## src/verilog/flash_seq_pkg.sv

```systemverilog
// constants, types and state carriers for the flash byte write sequencer
package flash_seq_pkg;
    localparam int AXI_AW = 12;
    localparam int FLASH_AW = 16;
    // register index as printed; byte address is four times it
    localparam logic [7:0] PSC_INDEX = 8'h8f;
    localparam logic [AXI_AW-1:0] PSC_ADDR = {2'h0, PSC_INDEX, 2'h0};
    localparam logic [AXI_AW-1:0] KEY_ADDR = 12'h000;
    localparam logic [AXI_AW-1:0] CACHE_ADDR = 12'h004;
    localparam logic [AXI_AW-1:0] STATUS_ADDR = 12'h008;
    localparam int PSC_WE_BIT = 0;
    localparam int PSC_EE_BIT = 1;
    localparam int CACHE_BLK_BIT = 0;
    localparam int ST_BUSY_BIT = 0;
    localparam int ST_OPEN_BIT = 1;
    localparam int ST_CACHED_BIT = 2;
    localparam int ST_IGNORED_BIT = 3;
    localparam logic [7:0] KEY_FIRST = 8'ha5;
    localparam logic [7:0] KEY_SECOND = 8'hf1;
    localparam int PAGE_LSB = 9;
    localparam int OP_CYCLES = 16;
    localparam logic [1:0] RESP_OKAY = 2'h0;
    localparam logic [1:0] RESP_SLVERR = 2'h2;

    typedef enum logic [1:0] {KEY_LOCKED, KEY_HALF, KEY_OPEN} key_state_e;
    typedef enum logic [1:0] {OP_PROG1, OP_PROG2, OP_ERASE} flash_op_e;

    typedef struct packed {
        flash_op_e op;
        logic [FLASH_AW-1:0] addr;
        logic [7:0] data_lo;
        logic [7:0] data_hi;
    } flash_cmd_s;

    typedef struct packed {
        logic valid;
        logic [FLASH_AW-1:0] addr;
        logic [7:0] data;
    } movx_wr_s;

    typedef struct packed {
        logic wr;
        logic [FLASH_AW-1:0] addr;
        logic [7:0] data;
    } on_chip_data_memory_wr_s;
endpackage
```

## src/verilog/flash_byte_write_sequencer.sv

```systemverilog
// flash write sequencer: unlock keys, byte/pair program, page erase, AXI4-Lite registers
//
// Added by the designer: the AXI4-Lite interface to the registers.
`timescale 1ns/1ps
module flash_byte_write_sequencer #(
    parameter int OP_CYCLES = flash_seq_pkg::OP_CYCLES
) (
    input wire logic clk,
    input wire logic sys_rst,
    input wire logic s_axi_awvalid,
    output logic s_axi_awready,
    input wire logic [flash_seq_pkg::AXI_AW-1:0] s_axi_awaddr,
    input wire logic s_axi_wvalid,
    output logic s_axi_wready,
    input wire logic [31:0] s_axi_wdata,
    input wire logic [3:0] s_axi_wstrb,
    output logic s_axi_bvalid,
    input wire logic s_axi_bready,
    output logic [1:0] s_axi_bresp,
    input wire logic s_axi_arvalid,
    output logic s_axi_arready,
    input wire logic [flash_seq_pkg::AXI_AW-1:0] s_axi_araddr,
    output logic s_axi_rvalid,
    input wire logic s_axi_rready,
    output logic [31:0] s_axi_rdata,
    output logic [1:0] s_axi_rresp,
    input wire flash_seq_pkg::movx_wr_s movx,
    output logic movx_ready,
    output flash_seq_pkg::on_chip_data_memory_wr_s on_chip_data_memory,
    output logic flash_req,
    output flash_seq_pkg::flash_cmd_s flash_cmd,
    input wire logic irq_pending,
    output logic irq_deliver
);
    typedef struct packed {
        flash_seq_pkg::key_state_e key;
        logic we;
        logic ee;
        logic blk;
        logic cached;
        logic ignored;
        logic [flash_seq_pkg::FLASH_AW-1:0] cache_addr;
        logic [7:0] cache_data;
        flash_seq_pkg::flash_cmd_s cmd;
        logic flash_req;
        flash_seq_pkg::on_chip_data_memory_wr_s on_chip_data_memory;
        logic movx_ready;
        logic irq_deliver;
        logic aw_held;
        logic [flash_seq_pkg::AXI_AW-1:0] aw_addr;
        logic w_held;
        logic [7:0] w_data;
        logic w_lane0;
        logic awready;
        logic wready;
        logic bvalid;
        logic [1:0] bresp;
        logic arready;
        logic rvalid;
        logic [31:0] rdata;
        logic [1:0] rresp;
    } seq_s;

    seq_s st;
    seq_s next_st;
    logic op_busy;
    logic movx_take;

    function automatic logic [flash_seq_pkg::AXI_AW-1:0] word_of(input logic [flash_seq_pkg::AXI_AW-1:0] a);
        word_of = {a[flash_seq_pkg::AXI_AW-1:2], 2'h0};
    endfunction

    function automatic logic is_mapped(input logic [flash_seq_pkg::AXI_AW-1:0] a);
        logic [flash_seq_pkg::AXI_AW-1:0] w;
        w = word_of(a);
        is_mapped = (w == flash_seq_pkg::PSC_ADDR) || (w == flash_seq_pkg::KEY_ADDR)
            || (w == flash_seq_pkg::CACHE_ADDR) || (w == flash_seq_pkg::STATUS_ADDR);
    endfunction

    // pair commit uses the same timer length as a single byte
    flash_op_timer #(
        .CYCLES(OP_CYCLES)
    ) u_timer (
        .clk(clk),
        .sys_rst(sys_rst),
        .start(st.flash_req),
        .busy(op_busy)
    );

    assign movx_take = movx.valid && st.movx_ready;

    always_comb
    begin
        logic [flash_seq_pkg::AXI_AW-1:0] wa;
        logic [flash_seq_pkg::AXI_AW-1:0] ra;
        logic [31:0] rd;
        wa = word_of(st.aw_addr);
        ra = word_of(s_axi_araddr);
        rd = 32'h0;
        next_st = st;
        next_st.flash_req = 1'b0;
        next_st.on_chip_data_memory.wr = 1'b0;

        // a cached byte is dropped, never programmed, once either enable goes
        if (!st.we || !st.blk)
            next_st.cached = 1'b0;

        // axi write channels, taken in either order
        if (s_axi_awvalid && st.awready)
        begin
            next_st.aw_held = 1'b1;
            next_st.aw_addr = s_axi_awaddr;
        end
        if (s_axi_wvalid && st.wready)
        begin
            next_st.w_held = 1'b1;
            next_st.w_data = s_axi_wdata[7:0];
            next_st.w_lane0 = s_axi_wstrb[0];
        end
        if (st.bvalid && s_axi_bready)
            next_st.bvalid = 1'b0;

        if (st.aw_held && st.w_held && !st.bvalid)
        begin
            next_st.aw_held = 1'b0;
            next_st.w_held = 1'b0;
            next_st.bvalid = 1'b1;
            next_st.bresp = is_mapped(st.aw_addr) ? flash_seq_pkg::RESP_OKAY : flash_seq_pkg::RESP_SLVERR;
            if (st.w_lane0)
            begin
                if (wa == flash_seq_pkg::PSC_ADDR)
                begin
                    next_st.we = st.w_data[flash_seq_pkg::PSC_WE_BIT];
                    next_st.ee = st.w_data[flash_seq_pkg::PSC_EE_BIT];
                end
                else if (wa == flash_seq_pkg::CACHE_ADDR)
                begin
                    next_st.blk = st.w_data[flash_seq_pkg::CACHE_BLK_BIT];
                end
                else if (wa == flash_seq_pkg::STATUS_ADDR)
                begin
                    if (st.w_data[flash_seq_pkg::ST_IGNORED_BIT])
                        next_st.ignored = 1'b0;
                end
                else if (wa == flash_seq_pkg::KEY_ADDR)
                begin
                    // any key out of place relocks
                    if (st.key == flash_seq_pkg::KEY_LOCKED && st.w_data == flash_seq_pkg::KEY_FIRST)
                        next_st.key = flash_seq_pkg::KEY_HALF;
                    else if (st.key == flash_seq_pkg::KEY_HALF && st.w_data == flash_seq_pkg::KEY_SECOND)
                        next_st.key = flash_seq_pkg::KEY_OPEN;
                    else
                        next_st.key = flash_seq_pkg::KEY_LOCKED;
                end
            end
        end
        next_st.awready = !next_st.aw_held && !next_st.bvalid;
        next_st.wready = !next_st.w_held && !next_st.bvalid;

        // axi read: one cycle after the address is taken
        if (st.rvalid && s_axi_rready)
            next_st.rvalid = 1'b0;
        if (s_axi_arvalid && st.arready)
        begin
            if (ra == flash_seq_pkg::PSC_ADDR)
            begin
                rd[flash_seq_pkg::PSC_WE_BIT] = st.we;
                rd[flash_seq_pkg::PSC_EE_BIT] = st.ee;
            end
            else if (ra == flash_seq_pkg::CACHE_ADDR)
            begin
                rd[flash_seq_pkg::CACHE_BLK_BIT] = st.blk;
            end
            else if (ra == flash_seq_pkg::STATUS_ADDR)
            begin
                rd[flash_seq_pkg::ST_BUSY_BIT] = op_busy || st.flash_req;
                rd[flash_seq_pkg::ST_OPEN_BIT] = (st.key == flash_seq_pkg::KEY_OPEN);
                rd[flash_seq_pkg::ST_CACHED_BIT] = st.cached;
                rd[flash_seq_pkg::ST_IGNORED_BIT] = st.ignored;
            end
            next_st.rvalid = 1'b1;
            next_st.rdata = rd;
            next_st.rresp = is_mapped(s_axi_araddr) ? flash_seq_pkg::RESP_OKAY : flash_seq_pkg::RESP_SLVERR;
        end
        next_st.arready = !next_st.rvalid;

        // MOVX write: routed by the write enable; a flash write consumes the unlock
        if (movx_take)
        begin
            if (!st.we)
            begin
                next_st.on_chip_data_memory.wr = 1'b1;
                next_st.on_chip_data_memory.addr = movx.addr;
                next_st.on_chip_data_memory.data = movx.data;
            end
            else if (st.key != flash_seq_pkg::KEY_OPEN)
            begin
                next_st.ignored = 1'b1;
                next_st.key = flash_seq_pkg::KEY_LOCKED;
            end
            else
            begin
                next_st.key = flash_seq_pkg::KEY_LOCKED;
                next_st.cmd.addr = movx.addr;
                next_st.cmd.data_lo = movx.data;
                next_st.cmd.data_hi = 8'hff;
                if (st.ee)
                begin
                    next_st.flash_req = 1'b1;
                    next_st.cmd.op = flash_seq_pkg::OP_ERASE;
                    next_st.cmd.addr[flash_seq_pkg::PAGE_LSB-1:0] = '0;
                end
                else if (st.blk)
                begin
                    if (st.cached && movx.addr == flash_seq_pkg::FLASH_AW'(st.cache_addr + 1'b1))
                    begin
                        next_st.flash_req = 1'b1;
                        next_st.cached = 1'b0;
                        next_st.cmd.op = flash_seq_pkg::OP_PROG2;
                        next_st.cmd.addr = st.cache_addr;
                        next_st.cmd.data_lo = st.cache_data;
                        next_st.cmd.data_hi = movx.data;
                    end
                    else
                    begin
                        next_st.cached = 1'b1;
                        next_st.cache_addr = movx.addr;
                        next_st.cache_data = movx.data;
                    end
                end
                else
                begin
                    next_st.flash_req = 1'b1;
                    next_st.cmd.op = flash_seq_pkg::OP_PROG1;
                end
            end
        end

        next_st.movx_ready = !next_st.flash_req && !st.flash_req && !op_busy;
        // interrupts wait until no flash operation is pending or running
        next_st.irq_deliver = irq_pending && !op_busy && !st.flash_req && !next_st.flash_req;
    end

    always_ff @(posedge clk or posedge sys_rst)
    begin
        if (sys_rst)
            st <= '0;
        else
            st <= next_st;
    end

    assign s_axi_awready = st.awready;
    assign s_axi_wready = st.wready;
    assign s_axi_bvalid = st.bvalid;
    assign s_axi_bresp = st.bresp;
    assign s_axi_arready = st.arready;
    assign s_axi_rvalid = st.rvalid;
    assign s_axi_rdata = st.rdata;
    assign s_axi_rresp = st.rresp;
    assign movx_ready = st.movx_ready;
    assign on_chip_data_memory = st.on_chip_data_memory;
    assign flash_req = st.flash_req;
    assign flash_cmd = st.cmd;
    assign irq_deliver = st.irq_deliver;
endmodule

```

## src/verilog/flash_op_timer.sv

```systemverilog
// busy timer for one flash program or erase operation
`timescale 1ns/1ps
module flash_op_timer #(
    parameter int CYCLES = flash_seq_pkg::OP_CYCLES
) (
    input wire logic clk,
    input wire logic sys_rst,
    input wire logic start,
    output logic busy
);
    localparam int CW = $clog2(CYCLES + 1);

    typedef struct packed {
        logic busy;
        logic [CW-1:0] count;
    } timer_s;

    timer_s st;
    timer_s next_st;

    always_comb
    begin
        next_st = st;
        if (st.busy)
        begin
            if (st.count == '0)
                next_st.busy = 1'b0;
            else
                next_st.count = CW'(st.count - 1'b1);
        end
        else if (start)
        begin
            next_st.busy = 1'b1;
            next_st.count = CW'(CYCLES - 1);
        end
    end

    always_ff @(posedge clk or posedge sys_rst)
    begin
        if (sys_rst)
            st <= '0;
        else
            st <= next_st;
    end

    assign busy = st.busy;
endmodule

```

## config.mk

```make
export PLATFORM = sky130hd
export DESIGN_NAME = flash_byte_write_sequencer
export DESIGN_NICKNAME = d
export VERILOG_FILES = /design/src/verilog/flash_seq_pkg.sv /design/src/verilog/flash_byte_write_sequencer.sv /design/src/verilog/flash_op_timer.sv
export SDC_FILE = /design/constraint.sdc
export NUM_CORES = 1
export LEC_CHECK = 0
export BUFFER_PORTS_ARGS = -buffer_cell sky130_fd_sc_hd__buf_2
export CORE_MARGIN = 2
export CORE_UTILIZATION = 45
export CTS_CLUSTER_DIAMETER = 100
export CTS_CLUSTER_SIZE = 30
export DETAILED_ROUTE_END_ITERATION = 10
export PLACE_DENSITY = 0.71
export SLEW_MARGIN = 15
export SYNTH_ARGS = -nofsm -noshare
export SYNTH_HDL_FRONTEND = slang
export SYNTH_SLANG_ARGS = --single-unit
```

## constraint.sdc

```tcl
create_clock -name clk -period 6.7 [get_ports clk]
set_clock_uncertainty 0.15 [all_clocks]
set_input_delay 1.005 -clock clk [delete_from_list [all_inputs] [get_ports clk]]
set_output_delay 1.005 -clock clk [all_outputs]
set_load 0.05 [all_outputs]
```

# Word-level counts from Yosys, hierarchy flattened
# Cells that the tools add are included.
# op_classes
n_addsub	2
n_eq_ne	14
n_mux	60
n_bitwise	5
reduce_logical	48
# ops
cell	count
$mux W86	1
$mux W24	3
$mux W35	2
$mux W61	1
$mux W59	1
$mux W32	1
$mux W2	15
$mux W25	1
$mux W1	22
$eq A10 B1 Y1 const B	2
$eq A10 B2 Y1 const B	2
$eq A10 B8 Y1 const B	2
$logic_not A10 Y1	2
$logic_and A1 B1 Y1	18
$add A16 B1 Y16 const B	1
$eq A16 B16 Y1	1
$eq A8 B8 Y1 const B	2
$mux W16	1
$mux W5	3
$mux W13	1
$mux W6	2
$logic_not A1 Y1	10
$mux W10	1
$mux W9	1
17 further kinds	33
# totals
register_bits	135
output_inout_bits	103
word_cells	162

# Depth between registers and ports, before layout
# depth
word_depth	12
mapped_depth	10

# Hierarchy
# Synthesis repeated with hierarchy kept, for this count alone.
# unflattened
hier_cells	659
area_unflattened_um2	6835.3
# by_module_without_submodules
mod	instances	cells_per_inst	area_per_inst_um2	seq_area_each_um2
flash_byte_write_sequencer	1	626	6487.5	3128.0
flash_op_timer	1	33	347.8	150.1

# Worst setup path after synthesis
# No wires, ideal clock.
# synth_path
kind	input to register
from	input movx[23] (netlist name)
to	register st[127] (netlist name)
setup_ns	0.125
arrival_time_ns	2.986
required_ns	6.425
slack_ns	3.439
stages	9
path_buffers	2
cell_sequence	xor2_1 -> or4_1 -> a21oi_1 -> nand4bb_1 -> nand4bb_1 -> and3_1 -> buf_6 -> buf_12 -> mux2_4
# synth_via
elab_chain_len	4
# synth_lines
item	line_no	text
start: declaration	flash_byte_write_sequencer.sv:27	input wire flash_seq_pkg::movx_wr_s movx,
$eq A16 B16 Y1	flash_byte_write_sequencer.sv:215	if (st.cached && movx.addr == flash_seq_pkg::FLASH_AW'(st.cache_addr + 1'b1))
$logic_and A1 B1 Y1	flash_byte_write_sequencer.sv:215	
$not A1 Y1 (no line)	-	
$reduce_and A6 Y1 (no line)	-	
end signal: assignment	flash_byte_write_sequencer.sv:249	st <= next_st;
end: declaration	flash_byte_write_sequencer.sv:64	seq_s st;
# No other way between the ends.
# A chain may end at the register's enable or synchronous reset.

# Worst setup path in the final report
# layout_path
from	input movx[23] (netlist name)
to	register st[142] (netlist name)
# Same word-level chain as after synthesis.

==> metrics.md <==
| Metric | Value |
|---|---|
| Status | complete, no violations |
| Core Box Area | 14640 sq um |
| ANT nets after route | 0 |
| Final Max Tran Viols | 0 |
| CP Launch Type | input port |
| Syn avg cell area | 10.02 sq um |
| Synth area leaders | dfrtp_1 (48%), buf_4 (11%), nand2_1 (7.8%) |
| Final worst slack | 3.190 ns |
| Place WS | 2.740 ns |
| # hold bufs at CTS | 0 |
| Area of the multi-input gates | 2736 sq um |
| Share of the synthesized area in the top cell type | 0.4817 |
| Net Sw Power | 0.0006479 W |
| CP Max Fanout | 16 |
| Period minus WS final | 3.510 ns |
| Gr usage total | 0.1844 |
| Inserted Clock Buffers | 17 |
| Sum of negative setup slack | 0 ns |
| Clk slew on worst S/H paths | 0.05 ns |
| Flop pwr share | 0.412 |
| Post-DP Area | 7007 sq um |
| Top delay family on crit path | simple AND/OR/NAND/NOR gates |
| Leakage power | 3.741 nW |
| Detail Placement HPWL | 9.896 mm |
| Design area | 7642 sq um |
| Total Wirelength | 14.16 mm |
| Arrival @ worst endpoint | 3.65 ns |
| Register Area | 3278 sq um |
| DR iter-0 viols | 194 |
| YS warnings | 0 |
| Via count | 4847 |
| Ant. Diodes | 0 |
| Post-CTS Setup Inserts | 0 |
| Crit path max-delay cell type | and3_1 |
| Num Clock Sinks | 131 |
| Height of the die | 127.0 microns |
| Top-count cell post-synth | nand2_1 |
| CP cell instances | buf_2 -> xor2_1 -> xor2_1 -> a211oi_1 -> nand4bb_1 -> nand4bb_1 -> and3_1 -> buf_4 -> mux2_2 |
| Required @ worst endpoint | 6.84 ns |
| Synth unique cells | 60 |
| Max_cap viols | 0 |
| Vias in the first global route | 4683 |
| Synth Register Bits | 131 |
| EDFF count, synth | 0 |
| I/O Buffers | 134 |
| CTS tree | yes |
| Top FF cell, synth | dfrtp_1 |
| DRC Markers | 0 |
| Share of the clock period used by the worst path | 0.5239 |
| DIE AREA | 16120 sq um |
| Final Hold Viols | 0 |
| Clk buf depth | 2 |
| RSZ-0062 raised after global routing | false |
| Sequential share of the synthesized area | 0.4817 |
| Core Rows | 44 |
| Netlist Area Pre-Place | 6805 sq um |
| Clock root buffer | clkbuf_16 |
| Layout cell share with drive strength beyond 1 | 0.2929 |
| Initial antenna violation count | 0 |
| Slew HR | 0.5192 |
| Fill cells | 1350 |
| Setup violators final | 0 |
| Worst Tran Pin Value | 0.7213 ns |
| Io pins | 196 |
| Maximum VDD drop | 222.8 uV |
| Hold Path Class | reg -> reg |
| H-tree level count | 4 |
| Ys async rst share | 1.000 |
| Tot Pwr | 0.002321 W |
| Worst skew pair latency | 0.41 ns |
| Combinational Power Share | 0.160 |
| Pint | 0.001673 W |
| Core Util, Final | 0.5219 |
| Pin count of the biggest net entering global routing | 81 |
| Worst path max stage delay | 0.53 ns |
| 1st-pass router iterations | 4 |
| Clock share of power | 0.428 |
| Via-per-instance ratio | 5.145 |
| Wire per inst | 15.03 microns |
| Power Density | 303.8 nW/um^2 |
| Dominant cell type by area after synthesis | dfrtp_1 |
| Synthesis-to-layout area growth | 12.30% |
| Crit path buffers/inverters | 2 |
| First-pass GRT wire length | 23.61 mm |
| F_max | 284.9 MHz |
| Setup Crit Path Kind | in -> reg |
| Die W | 127.0 microns |
| CP endpoint kind | flop |
| Initial Utilization | 0.4647 |
| Routability cong. | 0.8120 |
| Post-cts sizing count | 0 |
| Commonest cells in the netlist | nand2_1 (142), dfrtp_1 (131), buf_4 (96) |
| Total grt overflow | 0 |
| Fin nets | 841 |
| Sw Share | 0.2791 |
| Post-synthesis instance total | 679 |
## flip-flops by register name (all words and copies together) (netlist names), 4 cells and up
signal,count
st,52
flash_cmd,34
on_chip_data_memory,25
u_timer.st,5
s_axi_rdata,4
## layout by cell type, fill, tap and decap left out, drive strengths merged, types with 4 or more instances in the layout
cell type / Yosys / routed
and2: 9 / 9
clkinv: 0 / 4
dfrtp: 131 / 131
conb: 1 / 30
o21ai: 13 / 13
nor4: 5 / 5
nor2b: 7 / 7
and4: 4 / 4
nor2: 30 / 30
nand3: 28 / 28
nor3: 10 / 10
or3: 4 / 4
o22a: 8 / 8
nand2: 142 / 142
xor2: 7 / 7
nand4: 8 / 8
bufinv: 0 / 4
a21oi: 10 / 10
mux2: 46 / 46
o211ai: 16 / 16
clkbuf: 18 / 22
buf: 103 / 140
xnor2: 13 / 13
inv: 11 / 11
a221o: 8 / 8
## stage by stage
stage,instances,hold WS (ns)
2_1_floorplan,708,0.2770
3_3_place_gp,911,0.2928
3_5_place_dp,911,0.3050
4_1_cts,942,0.3157
5_1_grt,942,0.3385
6_report,942,0.3154
## per-layer routing
metal,global-route usage,up-vias,wire [microns]
met1,0.2396,2316,6370
met2,0.2897,161,6590
met5,0,-,0
met3,0.06240,17,1004
li1,-,2353,-
met4,0.06529,0,195
## logic make-up after synthesis
| family | share of synthesized area |
|---|---|
| AND/OR/NAND/NOR | 0.1817 |
| buffers and inverters | 0.1326 |
| flip-flops | 0.4817 |
| AO/OA/AOI/OAI | 0.08752 |
| multiplexers | 0.08660 |
| XOR/XNOR | 0.02574 |
| adder cells (fa/ha/maj) | 0.003677 |
| other | 0.0005510 |
## cell type report
| type | count | area share |
|---|---|---|
| inverter | 11 | 0.006058 |
| clock inverter | 9 | 0.01981 |
| clock buffer | 22 | 0.06336 |
| timing repair buffer | 140 | 0.09365 |
| sequential | 131 | 0.4289 |
| tap | 184 | 0.03012 |
| multi-input combinational | 445 | 0.3581 |
## power by group through the flow
stage                     clock (W)  combinational, W  sequential [W]
final                      0.000993          0.000372        0.000956
after CTS                   0.00102          0.000377        0.000956
after global routing        0.00105          0.000406        0.000971
after floorplan                   0          0.000294        0.000988
after global placement            0          0.000373        0.000966
after detailed placement          0          0.000377        0.000970
## worst paths after layout
path,start,endpoint,slack (ns),depth (start not counted)
worst min register to register,st[50],s_axi_wready,0.32,1
worst max-delay path,movx[23],st[142],3.19,9
max in group asynchronous,sys_rst,st[143],4.63,3
worst min-delay path,st[50],s_axi_wready,0.32,1
min in group asynchronous,sys_rst,st[57],0.58,2
worst max register to register,st[137],st[142],3.28,8
No activity file was read; power rests on OpenSTA's default activity.
